$ cat src/core/scpc_pkg.sv
// Package for the system clock prescaler control block
package scpc_pkg;

    // ------------------------------------------------------------------
    // Register map
    // ------------------------------------------------------------------
    localparam logic [3:0] SCPC_ADDR_TRIM = 4'h0;
    localparam logic [3:0] SCPC_ADDR_DIV = 4'h1;
    localparam logic [3:0] SCPC_ADDR_TIMER = 4'h2;
    localparam logic [3:0] SCPC_ADDR_STATUS = 4'h3;

    // ------------------------------------------------------------------
    // Field positions and values
    // ------------------------------------------------------------------
    localparam int SCPC_CHG_EN_BIT = 7;
    localparam int SCPC_TRIM_RANGE_BIT = 7;
    localparam int SCPC_TIMER_EXT_BIT = 0;
    localparam logic [3:0] SCPC_SEL_MAX = 4'h8;
    localparam logic [3:0] SCPC_SEL_DIV8 = 4'h3;
    localparam logic [3:0] SCPC_SEL_DIV1 = 4'h0;
    localparam logic [3:0] SCPC_SRC_EXT = 4'h0;
    localparam logic [3:0] SCPC_SRC_LP128 = 4'h3;
    // Factory trim value; arbitrary default
    localparam logic [7:0] SCPC_TRIM_FACTORY = 8'h40;

    // ------------------------------------------------------------------
    // Timing
    // ------------------------------------------------------------------
    localparam int SCPC_CLK_KHZ = 40000;
    localparam logic [2:0] SCPC_CHG_WINDOW = 3'h4;
    localparam logic [22:0] SCPC_BASE_CK = 23'h00000E;
    localparam logic [22:0] SCPC_SLEEP_CK = 23'h000006;
    localparam int SCPC_DLY_SHORT_US = 4100;
    localparam int SCPC_DLY_LONG_US = 65000;
    localparam int SCPC_DLY_SHORT_CYC = SCPC_DLY_SHORT_US * SCPC_CLK_KHZ / 1000;
    localparam int SCPC_DLY_LONG_CYC = SCPC_DLY_LONG_US * SCPC_CLK_KHZ / 1000;

    // ------------------------------------------------------------------
    // Types
    // ------------------------------------------------------------------
    typedef enum logic [1:0] {
        SCPC_ST_START,
        SCPC_ST_RUN,
        SCPC_ST_WAKE
    } scpc_state_type;

    typedef struct packed {
        logic [3:0] clock_source_select_fuses;
        logic [1:0] startup_delay_field;
        logic clock_output_fuse;
        logic divide_by_eight_fuse;
    } scpc_fuse_type;

endpackage

$ cat src/core/scpc_top.sv
// Clock source select, start-up delay, clock output and glitch-free prescaler
// ----------------------------------------------------------------------------
// How it works
// ----------------------------------------------------------------------------
// How it works
// - Fuse code 0000 selects external clock
// - Start-up delay from delay field code
// - Timer external clock select bit chooses timer pin
// - Clock output fuse drives clock pin
// - Clock pin keeps toggling during reset
// - Clock pin carries prescaled clock
// - All derived clocks use selected divisor
// - Division changes produce no glitch
// - No intermediate frequency exceeds old or new
// - New division active at the end of the current old period
// - Change enable updates only with others zero
// - Change enable clears after four cycles
// - Rewriting change enable leaves window unchanged
// - Reset loads divide select from fuse
// - Any select value up to eight accepted regardless of fuse
// - Codes zero to eight divide by powers
// - Reset loads factory trim value
// - Trim top bit selects frequency range
// - Lower trim bits tune within range
// - Fuse code 0011 selects low-power oscillator
//
// Added by the designer: the address-and-strobe port and the register offsets.
`timescale 1ns/1ps
`default_nettype none

module scpc_top
    import scpc_pkg::*;
#(
    parameter int DLY_SHORT_CYC = SCPC_DLY_SHORT_CYC,
    parameter int DLY_LONG_CYC = SCPC_DLY_LONG_CYC
) (
    input wire logic MCLK,
    input wire logic RST_N,
    input wire scpc_fuse_type FUSES,
    input wire logic EXT_CLK_IN,
    input wire logic LP_OSC_IN,
    input wire logic RC_OSC_IN,
    input wire logic TIMER_PIN_IN,
    input wire logic TIMER_XTAL_IN,
    input wire logic WAKE_REQ,
    input wire logic [3:0] ADDR,
    input wire logic [7:0] WDATA,
    input wire logic WR,
    input wire logic RD,
    output logic [7:0] RDATA,
    output logic SRC_CLK,
    output logic TIMER_CLK,
    output logic CLK_EN,
    output logic CLK_OUT_PIN,
    output logic CLK_OUT_OE_N,
    output logic CORE_READY,
    output logic [6:0] TRIM_FINE,
    output logic TRIM_RANGE
);

    // ------------------------------------------------------------------
    // Helpers
    // ------------------------------------------------------------------
    function automatic logic [8:0] scpc_div_mask(input logic [3:0] sel);
        logic [8:0] m;
        m = 9'h000;
        for (int i = 0; i < 9; i++) begin
            if (i < int'(sel)) begin
                m[i] = 1'b1;
            end
        end
        return m;
    endfunction

    function automatic logic [22:0] scpc_start_cycles(input logic [1:0] code);
        logic [22:0] c;
        c = SCPC_BASE_CK;
        case (code)
            2'h1: c = SCPC_BASE_CK + 23'(DLY_SHORT_CYC);
            2'h2: c = SCPC_BASE_CK + 23'(DLY_LONG_CYC);
            default: c = SCPC_BASE_CK;
        endcase
        return c;
    endfunction

    // ------------------------------------------------------------------
    // State
    // ------------------------------------------------------------------
    logic [7:0] trim_reg, trim_next;
    logic [3:0] sel_reg, sel_next;
    logic [3:0] pend_reg, pend_next;
    logic pend_valid_reg, pend_valid_next;
    logic chg_en_reg, chg_en_next;
    logic [2:0] chg_cnt_reg, chg_cnt_next;
    logic timer_ext_reg, timer_ext_next;
    logic [7:0] rdata_reg, rdata_next;
    logic [8:0] div_cnt_reg, div_cnt_next;
    logic clk_en_reg, clk_en_next;
    logic clk_out_reg, clk_out_next;
    logic src_clk_reg, src_clk_next;
    logic timer_clk_reg, timer_clk_next;
    logic ready_reg, ready_next;
    logic [22:0] st_cnt_reg, st_cnt_next;
    scpc_state_type state_reg, state_next;
    logic [3:0] div_sel;
    logic period_end;
    logic wr_div;

    // Active division code; a pending change applies only at a period end
    assign div_sel = sel_reg;
    assign period_end = (div_cnt_reg & scpc_div_mask(div_sel)) == scpc_div_mask(div_sel);
    assign wr_div = WR && (ADDR == SCPC_ADDR_DIV);

    // ------------------------------------------------------------------
    // Register file and unlock sequence
    // ------------------------------------------------------------------
    always_comb begin
        trim_next = trim_reg;
        pend_next = pend_reg;
        pend_valid_next = pend_valid_reg;
        chg_en_next = chg_en_reg;
        chg_cnt_next = chg_cnt_reg;
        timer_ext_next = timer_ext_reg;
        rdata_next = 8'h00;
        if (chg_en_reg) begin
            if (chg_cnt_reg == 3'h1) begin
                chg_en_next = 1'b0;
            end
            chg_cnt_next = chg_cnt_reg - 3'h1;
        end
        if (WR) begin
            case (ADDR)
                SCPC_ADDR_TRIM: trim_next = WDATA;
                SCPC_ADDR_TIMER: timer_ext_next = WDATA[SCPC_TIMER_EXT_BIT];
                SCPC_ADDR_DIV: begin
                    if (WDATA == 8'h80) begin
                        if (!chg_en_reg) begin
                            chg_en_next = 1'b1;
                            chg_cnt_next = SCPC_CHG_WINDOW;
                        end
                    end else if (!WDATA[SCPC_CHG_EN_BIT] && chg_en_reg) begin
                        chg_en_next = 1'b0;
                        chg_cnt_next = 3'h0;
                        if (WDATA[3:0] <= SCPC_SEL_MAX) begin
                            pend_next = WDATA[3:0];
                            pend_valid_next = 1'b1;
                        end
                    end
                end
                default: ;
            endcase
        end
        if (pend_valid_reg && period_end && !wr_div) begin
            pend_valid_next = 1'b0;
        end
        if (RD) begin
            case (ADDR)
                SCPC_ADDR_TRIM: rdata_next = trim_reg;
                // Select field shows the last accepted code, pending or active
                SCPC_ADDR_DIV: rdata_next = {chg_en_reg, 3'h0, pend_valid_reg ? pend_reg : sel_reg};
                SCPC_ADDR_TIMER: rdata_next = {7'h00, timer_ext_reg};
                SCPC_ADDR_STATUS: rdata_next = {6'h00, pend_valid_reg, ready_reg};
                default: rdata_next = 8'h00;
            endcase
        end
    end

    always_ff @(posedge MCLK) begin
        if (!RST_N) begin
            trim_reg <= SCPC_TRIM_FACTORY;
            pend_reg <= SCPC_SEL_DIV1;
            pend_valid_reg <= 1'b0;
            chg_en_reg <= 1'b0;
            chg_cnt_reg <= 3'h0;
            timer_ext_reg <= 1'b0;
            rdata_reg <= 8'h00;
        end else begin
            trim_reg <= trim_next;
            pend_reg <= pend_next;
            pend_valid_reg <= pend_valid_next;
            chg_en_reg <= chg_en_next;
            chg_cnt_reg <= chg_cnt_next;
            timer_ext_reg <= timer_ext_next;
            rdata_reg <= rdata_next;
        end
    end

    // ------------------------------------------------------------------
    // Source select and ripple prescaler
    // ------------------------------------------------------------------
    always_comb begin
        case (FUSES.clock_source_select_fuses)
            SCPC_SRC_EXT: src_clk_next = EXT_CLK_IN;
            SCPC_SRC_LP128: src_clk_next = LP_OSC_IN;
            default: src_clk_next = RC_OSC_IN;
        endcase
        timer_clk_next = timer_ext_reg ? TIMER_PIN_IN : TIMER_XTAL_IN;
        div_cnt_next = div_cnt_reg + 9'h001;
        sel_next = sel_reg;
        clk_en_next = period_end;
        // Switch only at the end of a whole old period, then restart the count
        if (pend_valid_reg && period_end) begin
            sel_next = pend_reg;
            div_cnt_next = 9'h000;
        end
        clk_out_next = ~clk_out_reg;
        if (div_sel != SCPC_SEL_DIV1) begin
            clk_out_next = ~period_end ? clk_out_reg : ~clk_out_reg;
        end
        if (!RST_N) begin
            // Settles from the unknown power-up level, then keeps toggling
            if (clk_out_reg) begin
                clk_out_next = 1'b0;
            end else begin
                clk_out_next = 1'b1;
            end
        end
    end

    always_ff @(posedge MCLK) begin
        src_clk_reg <= src_clk_next;
        timer_clk_reg <= timer_clk_next;
        clk_out_reg <= clk_out_next;
        if (!RST_N) begin
            sel_reg <= FUSES.divide_by_eight_fuse ? SCPC_SEL_DIV8 : SCPC_SEL_DIV1;
            div_cnt_reg <= 9'h000;
            clk_en_reg <= 1'b0;
        end else begin
            sel_reg <= sel_next;
            div_cnt_reg <= div_cnt_next;
            clk_en_reg <= clk_en_next;
        end
    end

    // ------------------------------------------------------------------
    // Start-up delay
    // ------------------------------------------------------------------
    always_comb begin
        state_next = state_reg;
        st_cnt_next = st_cnt_reg;
        ready_next = ready_reg;
        case (state_reg)
            SCPC_ST_START, SCPC_ST_WAKE: begin
                if (st_cnt_reg <= 23'h000001) begin
                    state_next = SCPC_ST_RUN;
                    ready_next = 1'b1;
                end else begin
                    st_cnt_next = st_cnt_reg - 23'h000001;
                end
            end
            SCPC_ST_RUN: begin
                if (WAKE_REQ) begin
                    state_next = SCPC_ST_WAKE;
                    st_cnt_next = SCPC_SLEEP_CK;
                    ready_next = 1'b0;
                end
            end
            default: state_next = SCPC_ST_START;
        endcase
    end

    always_ff @(posedge MCLK) begin
        if (!RST_N) begin
            state_reg <= SCPC_ST_START;
            st_cnt_reg <= scpc_start_cycles(FUSES.startup_delay_field);
            ready_reg <= 1'b0;
        end else begin
            state_reg <= state_next;
            st_cnt_reg <= st_cnt_next;
            ready_reg <= ready_next;
        end
    end

    // ------------------------------------------------------------------
    // Outputs
    // ------------------------------------------------------------------
    logic oe_n_reg;
    logic clk_pin_reg;
    always_ff @(posedge MCLK) begin
        oe_n_reg <= ~FUSES.clock_output_fuse;
        clk_pin_reg <= FUSES.clock_output_fuse ? clk_out_next : 1'b0;
    end

    assign RDATA = rdata_reg;
    assign SRC_CLK = src_clk_reg;
    assign TIMER_CLK = timer_clk_reg;
    assign CLK_EN = clk_en_reg;
    assign CLK_OUT_PIN = clk_pin_reg;
    assign CLK_OUT_OE_N = oe_n_reg;
    assign CORE_READY = ready_reg;
    assign TRIM_FINE = trim_reg[6:0];
    assign TRIM_RANGE = trim_reg[SCPC_TRIM_RANGE_BIT];

endmodule // scpc_top

`default_nettype wire

$ cat config.mk
export PLATFORM = sky130hd
export DESIGN_NAME = scpc_top
export DESIGN_NICKNAME = d
export VERILOG_FILES = /design/src/core/scpc_pkg.sv /design/src/core/scpc_top.sv
export SDC_FILE = /design/constraint.sdc
export NUM_CORES = 1
export LEC_CHECK = 0
export CORE_ASPECT_RATIO = 2
export CORE_MARGIN = 1.5
export CORE_UTILIZATION = 35
export DETAILED_ROUTE_END_ITERATION = 10
export DONT_BUFFER_PORTS = 1
export GPL_ROUTABILITY_DRIVEN = 0
export GPL_TIMING_DRIVEN = 0
export PLACE_DENSITY_LB_ADDON = 0.25
export SYNTH_ARGS = -nofsm -noshare
export SYNTH_HDL_FRONTEND = slang
export SYNTH_SLANG_ARGS = --single-unit
$ cat constraint.sdc
create_clock -name MCLK -period 2.8 [get_ports MCLK]
set_input_delay 0.14 -clock MCLK [delete_from_list [all_inputs] [get_ports MCLK]]
set_output_delay 0.14 -clock MCLK [all_outputs]
set_load 0.01 [all_outputs]
==> qor.txt <==
===========================================================================================
Area growth from synthesis to final layout                                            16.6%
Hold Path Class                                                                   in -> reg
Final cell area excluding filler cells                                             3950 µm²
Clock Root Buffer                                                              sky130_fd_sc_hd__clkbuf_16
Crit-path slowest cell                                                         sky130_fd_sc_hd__or4_4
Worst Min Path Start                                                               WDATA[6]
Total Neg Setup Slack                                                                  0 ns
Final Setup Violations                                                                    0
Required time worst endpoint                                                        2.90 ns
Minimum clock period                                                                2.56 ns
CTS H-Tree Depth                                                                          3
Maximum cell stage delay along the critical path                                    0.58 ns
Int Power                                                                         0.00185 W
Reported net switching power                                                     0.000582 W
Transition time of the tightest slew-check pin                                     0.719 ns
Setup repair after global routing missed its margin                                   false
Number of enable flip-flop cells after synthesis                                         27
Clock-pin slew on the worst setup and hold paths                                    0.06 ns
IR drop worst, VDD                                                                   360 µV
Switching share of total power                                                        0.240
R2r setup slk                                                                       0.24 ns
Total routing resource utilization after global routing                               0.167
Final period utilization                                                              0.913
CP Launch Type                                                                         flop
Number of standard cells after synthesis                                                348
FF+latch count, synth                                                                    71
Leading area contributor after synthesis                                       sky130_fd_sc_hd__dfxtp_1
Commonest non-fill, non-tap cell in the layout                                 sky130_fd_sc_hd__nor2_1
Most used DFF post-synth                                                       sky130_fd_sc_hd__dfxtp_1
Hold Fails Final Rpt                                                                      0
Die Footprint                                                                    10,300 µm²
Cell family with the largest share of critical-path delay                      simple AND/OR/NAND/NOR gates
Pwr/cell area                                                                    616 nW/µm²
Effective utilization at floorplan                                                    0.361
Clock insertion delay at the later pin of the skew report                           0.34 ns
Clock share of power                                                                  0.443
Post-synthesis instance area                                                       3380 µm²
Num rows                                                                                 50
Worst rel slew slack                                                                  0.519
Area fraction of the dominant cell type after synthesis                               0.260
Number of gates resized after CTS                                                         0
First-pass GRT wire length                                                        12,900 µm
Yosys synthesis warning count                                                             0
Detailed Route WL                                                                   8210 µm
Most used cell, CP                                                             sky130_fd_sc_hd__buf_4
Die extent in x                                                                     72.5 µm
Leading cell types in the layout, fill and taps excluded                       48 x sky130_fd_sc_hd__nor2_1, 44 x sky130_fd_sc_hd__dfxtp_1, 27 x sky130_fd_sc_hd__edfxtp_1
Critical R2R Launch                                                            st_cnt_reg[18]$_DFFE_PP_
Total inserted antenna cells                                                              0
Fin cells                                                                               484
TritonCTS clock tree                                                                   done
Max-slew violation count                                                                  0
Number of flip-flops under the largest register name                                     23
Detailed-routing iteration count for the pre-antenna-repair pass                          4
Inst Count DP                                                                           455
Post-synthesis net count                                                                387
Kind of critical path                                                            reg -> reg
Leakage component of the power                                                      1.43 nW
Remaining antenna violation count                                                         0
Worst clock skew                                                                 0.00603 ns
Number of max-cap violations                                                              0
Post-DP HPWL                                                                        6040 µm
Number of inserted filler cells in the final layout                                     938
Final-layout worst hold slack                                                    0.00851 ns
Flop pwr share                                                                        0.482
Result of the run                                                              finished clean
Number of design-rule violations left by the first detailed-router iteration            117
Core Region                                                                        9380 µm²
Remaining DRCs                                                                            0
Via count of the first global-routing pass                                            2,611
Initial antenna violation count                                                           0
Worst setup path start                                                         st_cnt_reg[18]$_DFFE_PP_
Synth Area per Inst                                                                9.72 µm²
Maximum clock frequency                                                           0.391 GHz
Number of nets in the layout                                                            414
Number of input and output port buffers inserted                                          0
Combinational share of power                                                          0.075
Fin util                                                                              0.420
Category of the worst setup path capture point                                         flop
Total number of vias                                                                  2,624
Largest net degree at the start of global routing                                        14
Post-place instance area                                                           3540 µm²
Die H                                                                                142 µm
Worst endpoint data arrival time                                                    2.66 ns
TritonCTS Sinks                                                                          71
Largest fanout of any net on the critical path                                            7
Synth top area cells                                                           sky130_fd_sc_hd__dfxtp_1 26%, sky130_fd_sc_hd__edfxtp_1 24%, sky130_fd_sc_hd__nor2_1 5.3%
Post-synth ARST share                                                                     0
Routed wirelength normalized by instance count                                      17.0 µm
Max clock buf depth                                                                       2
Top-level port count                                                                     52
Count of distinct cell types in the synthesized netlist                                  51
Share of final-layout standard cells stronger than drive strength 1                  0.0947
Total global routing overflow                                                             0
Critical-path cell list                                                        or4_4 > or3_4 > nor3_1 > o211ai_1 > buf_4 > buf_4
Register area share after synthesis                                                   0.500
Ratio of routed vias to standard cells                                                 5.42
Num CTS Buffers                                                                           9
Number of buffer and inverter instances along the worst setup path                        2
===========================================================================================
[power by group through the flow]
stage | clock [W] | sequential [W] | combinational, W
after detailed placement | 0 | 0.00119 | 0.000166
final | 0.00108 | 0.00117 | 0.000182
after CTS | 0.00110 | 0.00117 | 0.000184
after floorplan | 0 | 0.00118 | 0.000131
after global routing | 0.00114 | 0.00118 | 0.000203
after global placement | 0 | 0.00119 | 0.000161
[synth_stat cells, types with 2 or more instances]
| master | instances |
|---|---|
| sky130_fd_sc_hd__a211oi_1 | 4 |
| sky130_fd_sc_hd__a21oi_1 | 15 |
| sky130_fd_sc_hd__a22oi_1 | 2 |
| sky130_fd_sc_hd__a31oi_1 | 2 |
| sky130_fd_sc_hd__a41o_1 | 2 |
| sky130_fd_sc_hd__and2_1 | 7 |
| sky130_fd_sc_hd__and3_1 | 2 |
| sky130_fd_sc_hd__clkbuf_1 | 8 |
| sky130_fd_sc_hd__dfxtp_1 | 44 |
| sky130_fd_sc_hd__edfxtp_1 | 27 |
| sky130_fd_sc_hd__ha_1 | 9 |
| sky130_fd_sc_hd__inv_1 | 11 |
| sky130_fd_sc_hd__mux2i_1 | 9 |
| sky130_fd_sc_hd__nand2_1 | 25 |
| sky130_fd_sc_hd__nand2b_1 | 6 |
| sky130_fd_sc_hd__nand3_1 | 18 |
| sky130_fd_sc_hd__nand3b_1 | 4 |
| sky130_fd_sc_hd__nand4_1 | 3 |
| sky130_fd_sc_hd__nor2_1 | 48 |
| sky130_fd_sc_hd__nor2b_1 | 2 |
| sky130_fd_sc_hd__nor3_1 | 14 |
| sky130_fd_sc_hd__nor3b_1 | 2 |
| sky130_fd_sc_hd__nor4_1 | 4 |
| sky130_fd_sc_hd__nor4_2 | 5 |
| sky130_fd_sc_hd__o21ai_0 | 17 |
| sky130_fd_sc_hd__o21ai_2 | 2 |
| sky130_fd_sc_hd__o22ai_1 | 3 |
| sky130_fd_sc_hd__or2_2 | 3 |
| sky130_fd_sc_hd__or3_1 | 3 |
| sky130_fd_sc_hd__xnor2_1 | 17 |
| sky130_fd_sc_hd__xor2_1 | 10 |
[layout make-up]
type,count,area (µm²),area share
timing repair buffer,16,153,0.0387
tap,104,130,0.0330
buffer,10,38.8,0.00983
multi-input combinational,255,1610,0.408
inverter,12,45.0,0.0114
clock buffer,13,260,0.0660
clock inverter,3,18.8,0.00476
sequential,71,1690,0.429
[routing by layer]
layer / track usage / share of wire / wire, µm / up-vias
met5: 0 / 0 / 0 / -
met4: 0.0963 / 0.035 / 290 / 0
met3: 0.0503 / 0.047 / 388 / 20
met2: 0.291 / 0.54 / 4400 / 60
met1: 0.172 / 0.38 / 3130 / 1252
li1: - / - / - / 1292
[cells by family (layout without fill, tap and decap cells)]
kind of cell,count (synthesis),count (layout),synth area share
muxes,10,10,0.0300
buffers and inverters,22,54,0.0248
adders and majority gates,9,9,0.0333
AOI/OAI and AO/OA,55,55,0.0995
xor gates and xnor gates,27,27,0.0699
and+or+nand+nor,154,154,0.243
DFF,71,71,0.500
[worst register-to-register path, stage by stage, from the launching register on]
cell,delay (ns)
sky130_fd_sc_hd__edfxtp_1,0.42
sky130_fd_sc_hd__or4_4,0.58
sky130_fd_sc_hd__or3_4,0.37
sky130_fd_sc_hd__nor3_1,0.21
sky130_fd_sc_hd__o211ai_1,0.27
sky130_fd_sc_hd__buf_4,0.29
sky130_fd_sc_hd__buf_4,0.17
[timing repair]
item	in CTS	in global routing
hold buffers	13	0
setup buffers	0	0
hold endpoints to repair	18	0
[through the flow]
step	setup WS, ns	total power (W)
after floorplan	0.232	0.00131
after global placement	-0.445	0.00135
after detailed placement	0.226	0.00136
after CTS	0.227	0.00246
after global routing	0.0847	0.00252
final	0.244	0.00243
[worst paths after layout]
path / depth (start not counted) / end
max: 6 / st_cnt_reg[6]$_SDFFCE_PP0P_
min: 3 / chg_en_reg$_SDFF_PN0_
max reg2reg: 6 / st_cnt_reg[6]$_SDFFCE_PP0P_
min reg2reg: 2 / div_cnt_reg[8]$_SDFF_PP0_
No activity file was read; power rests on OpenSTA's default activity.
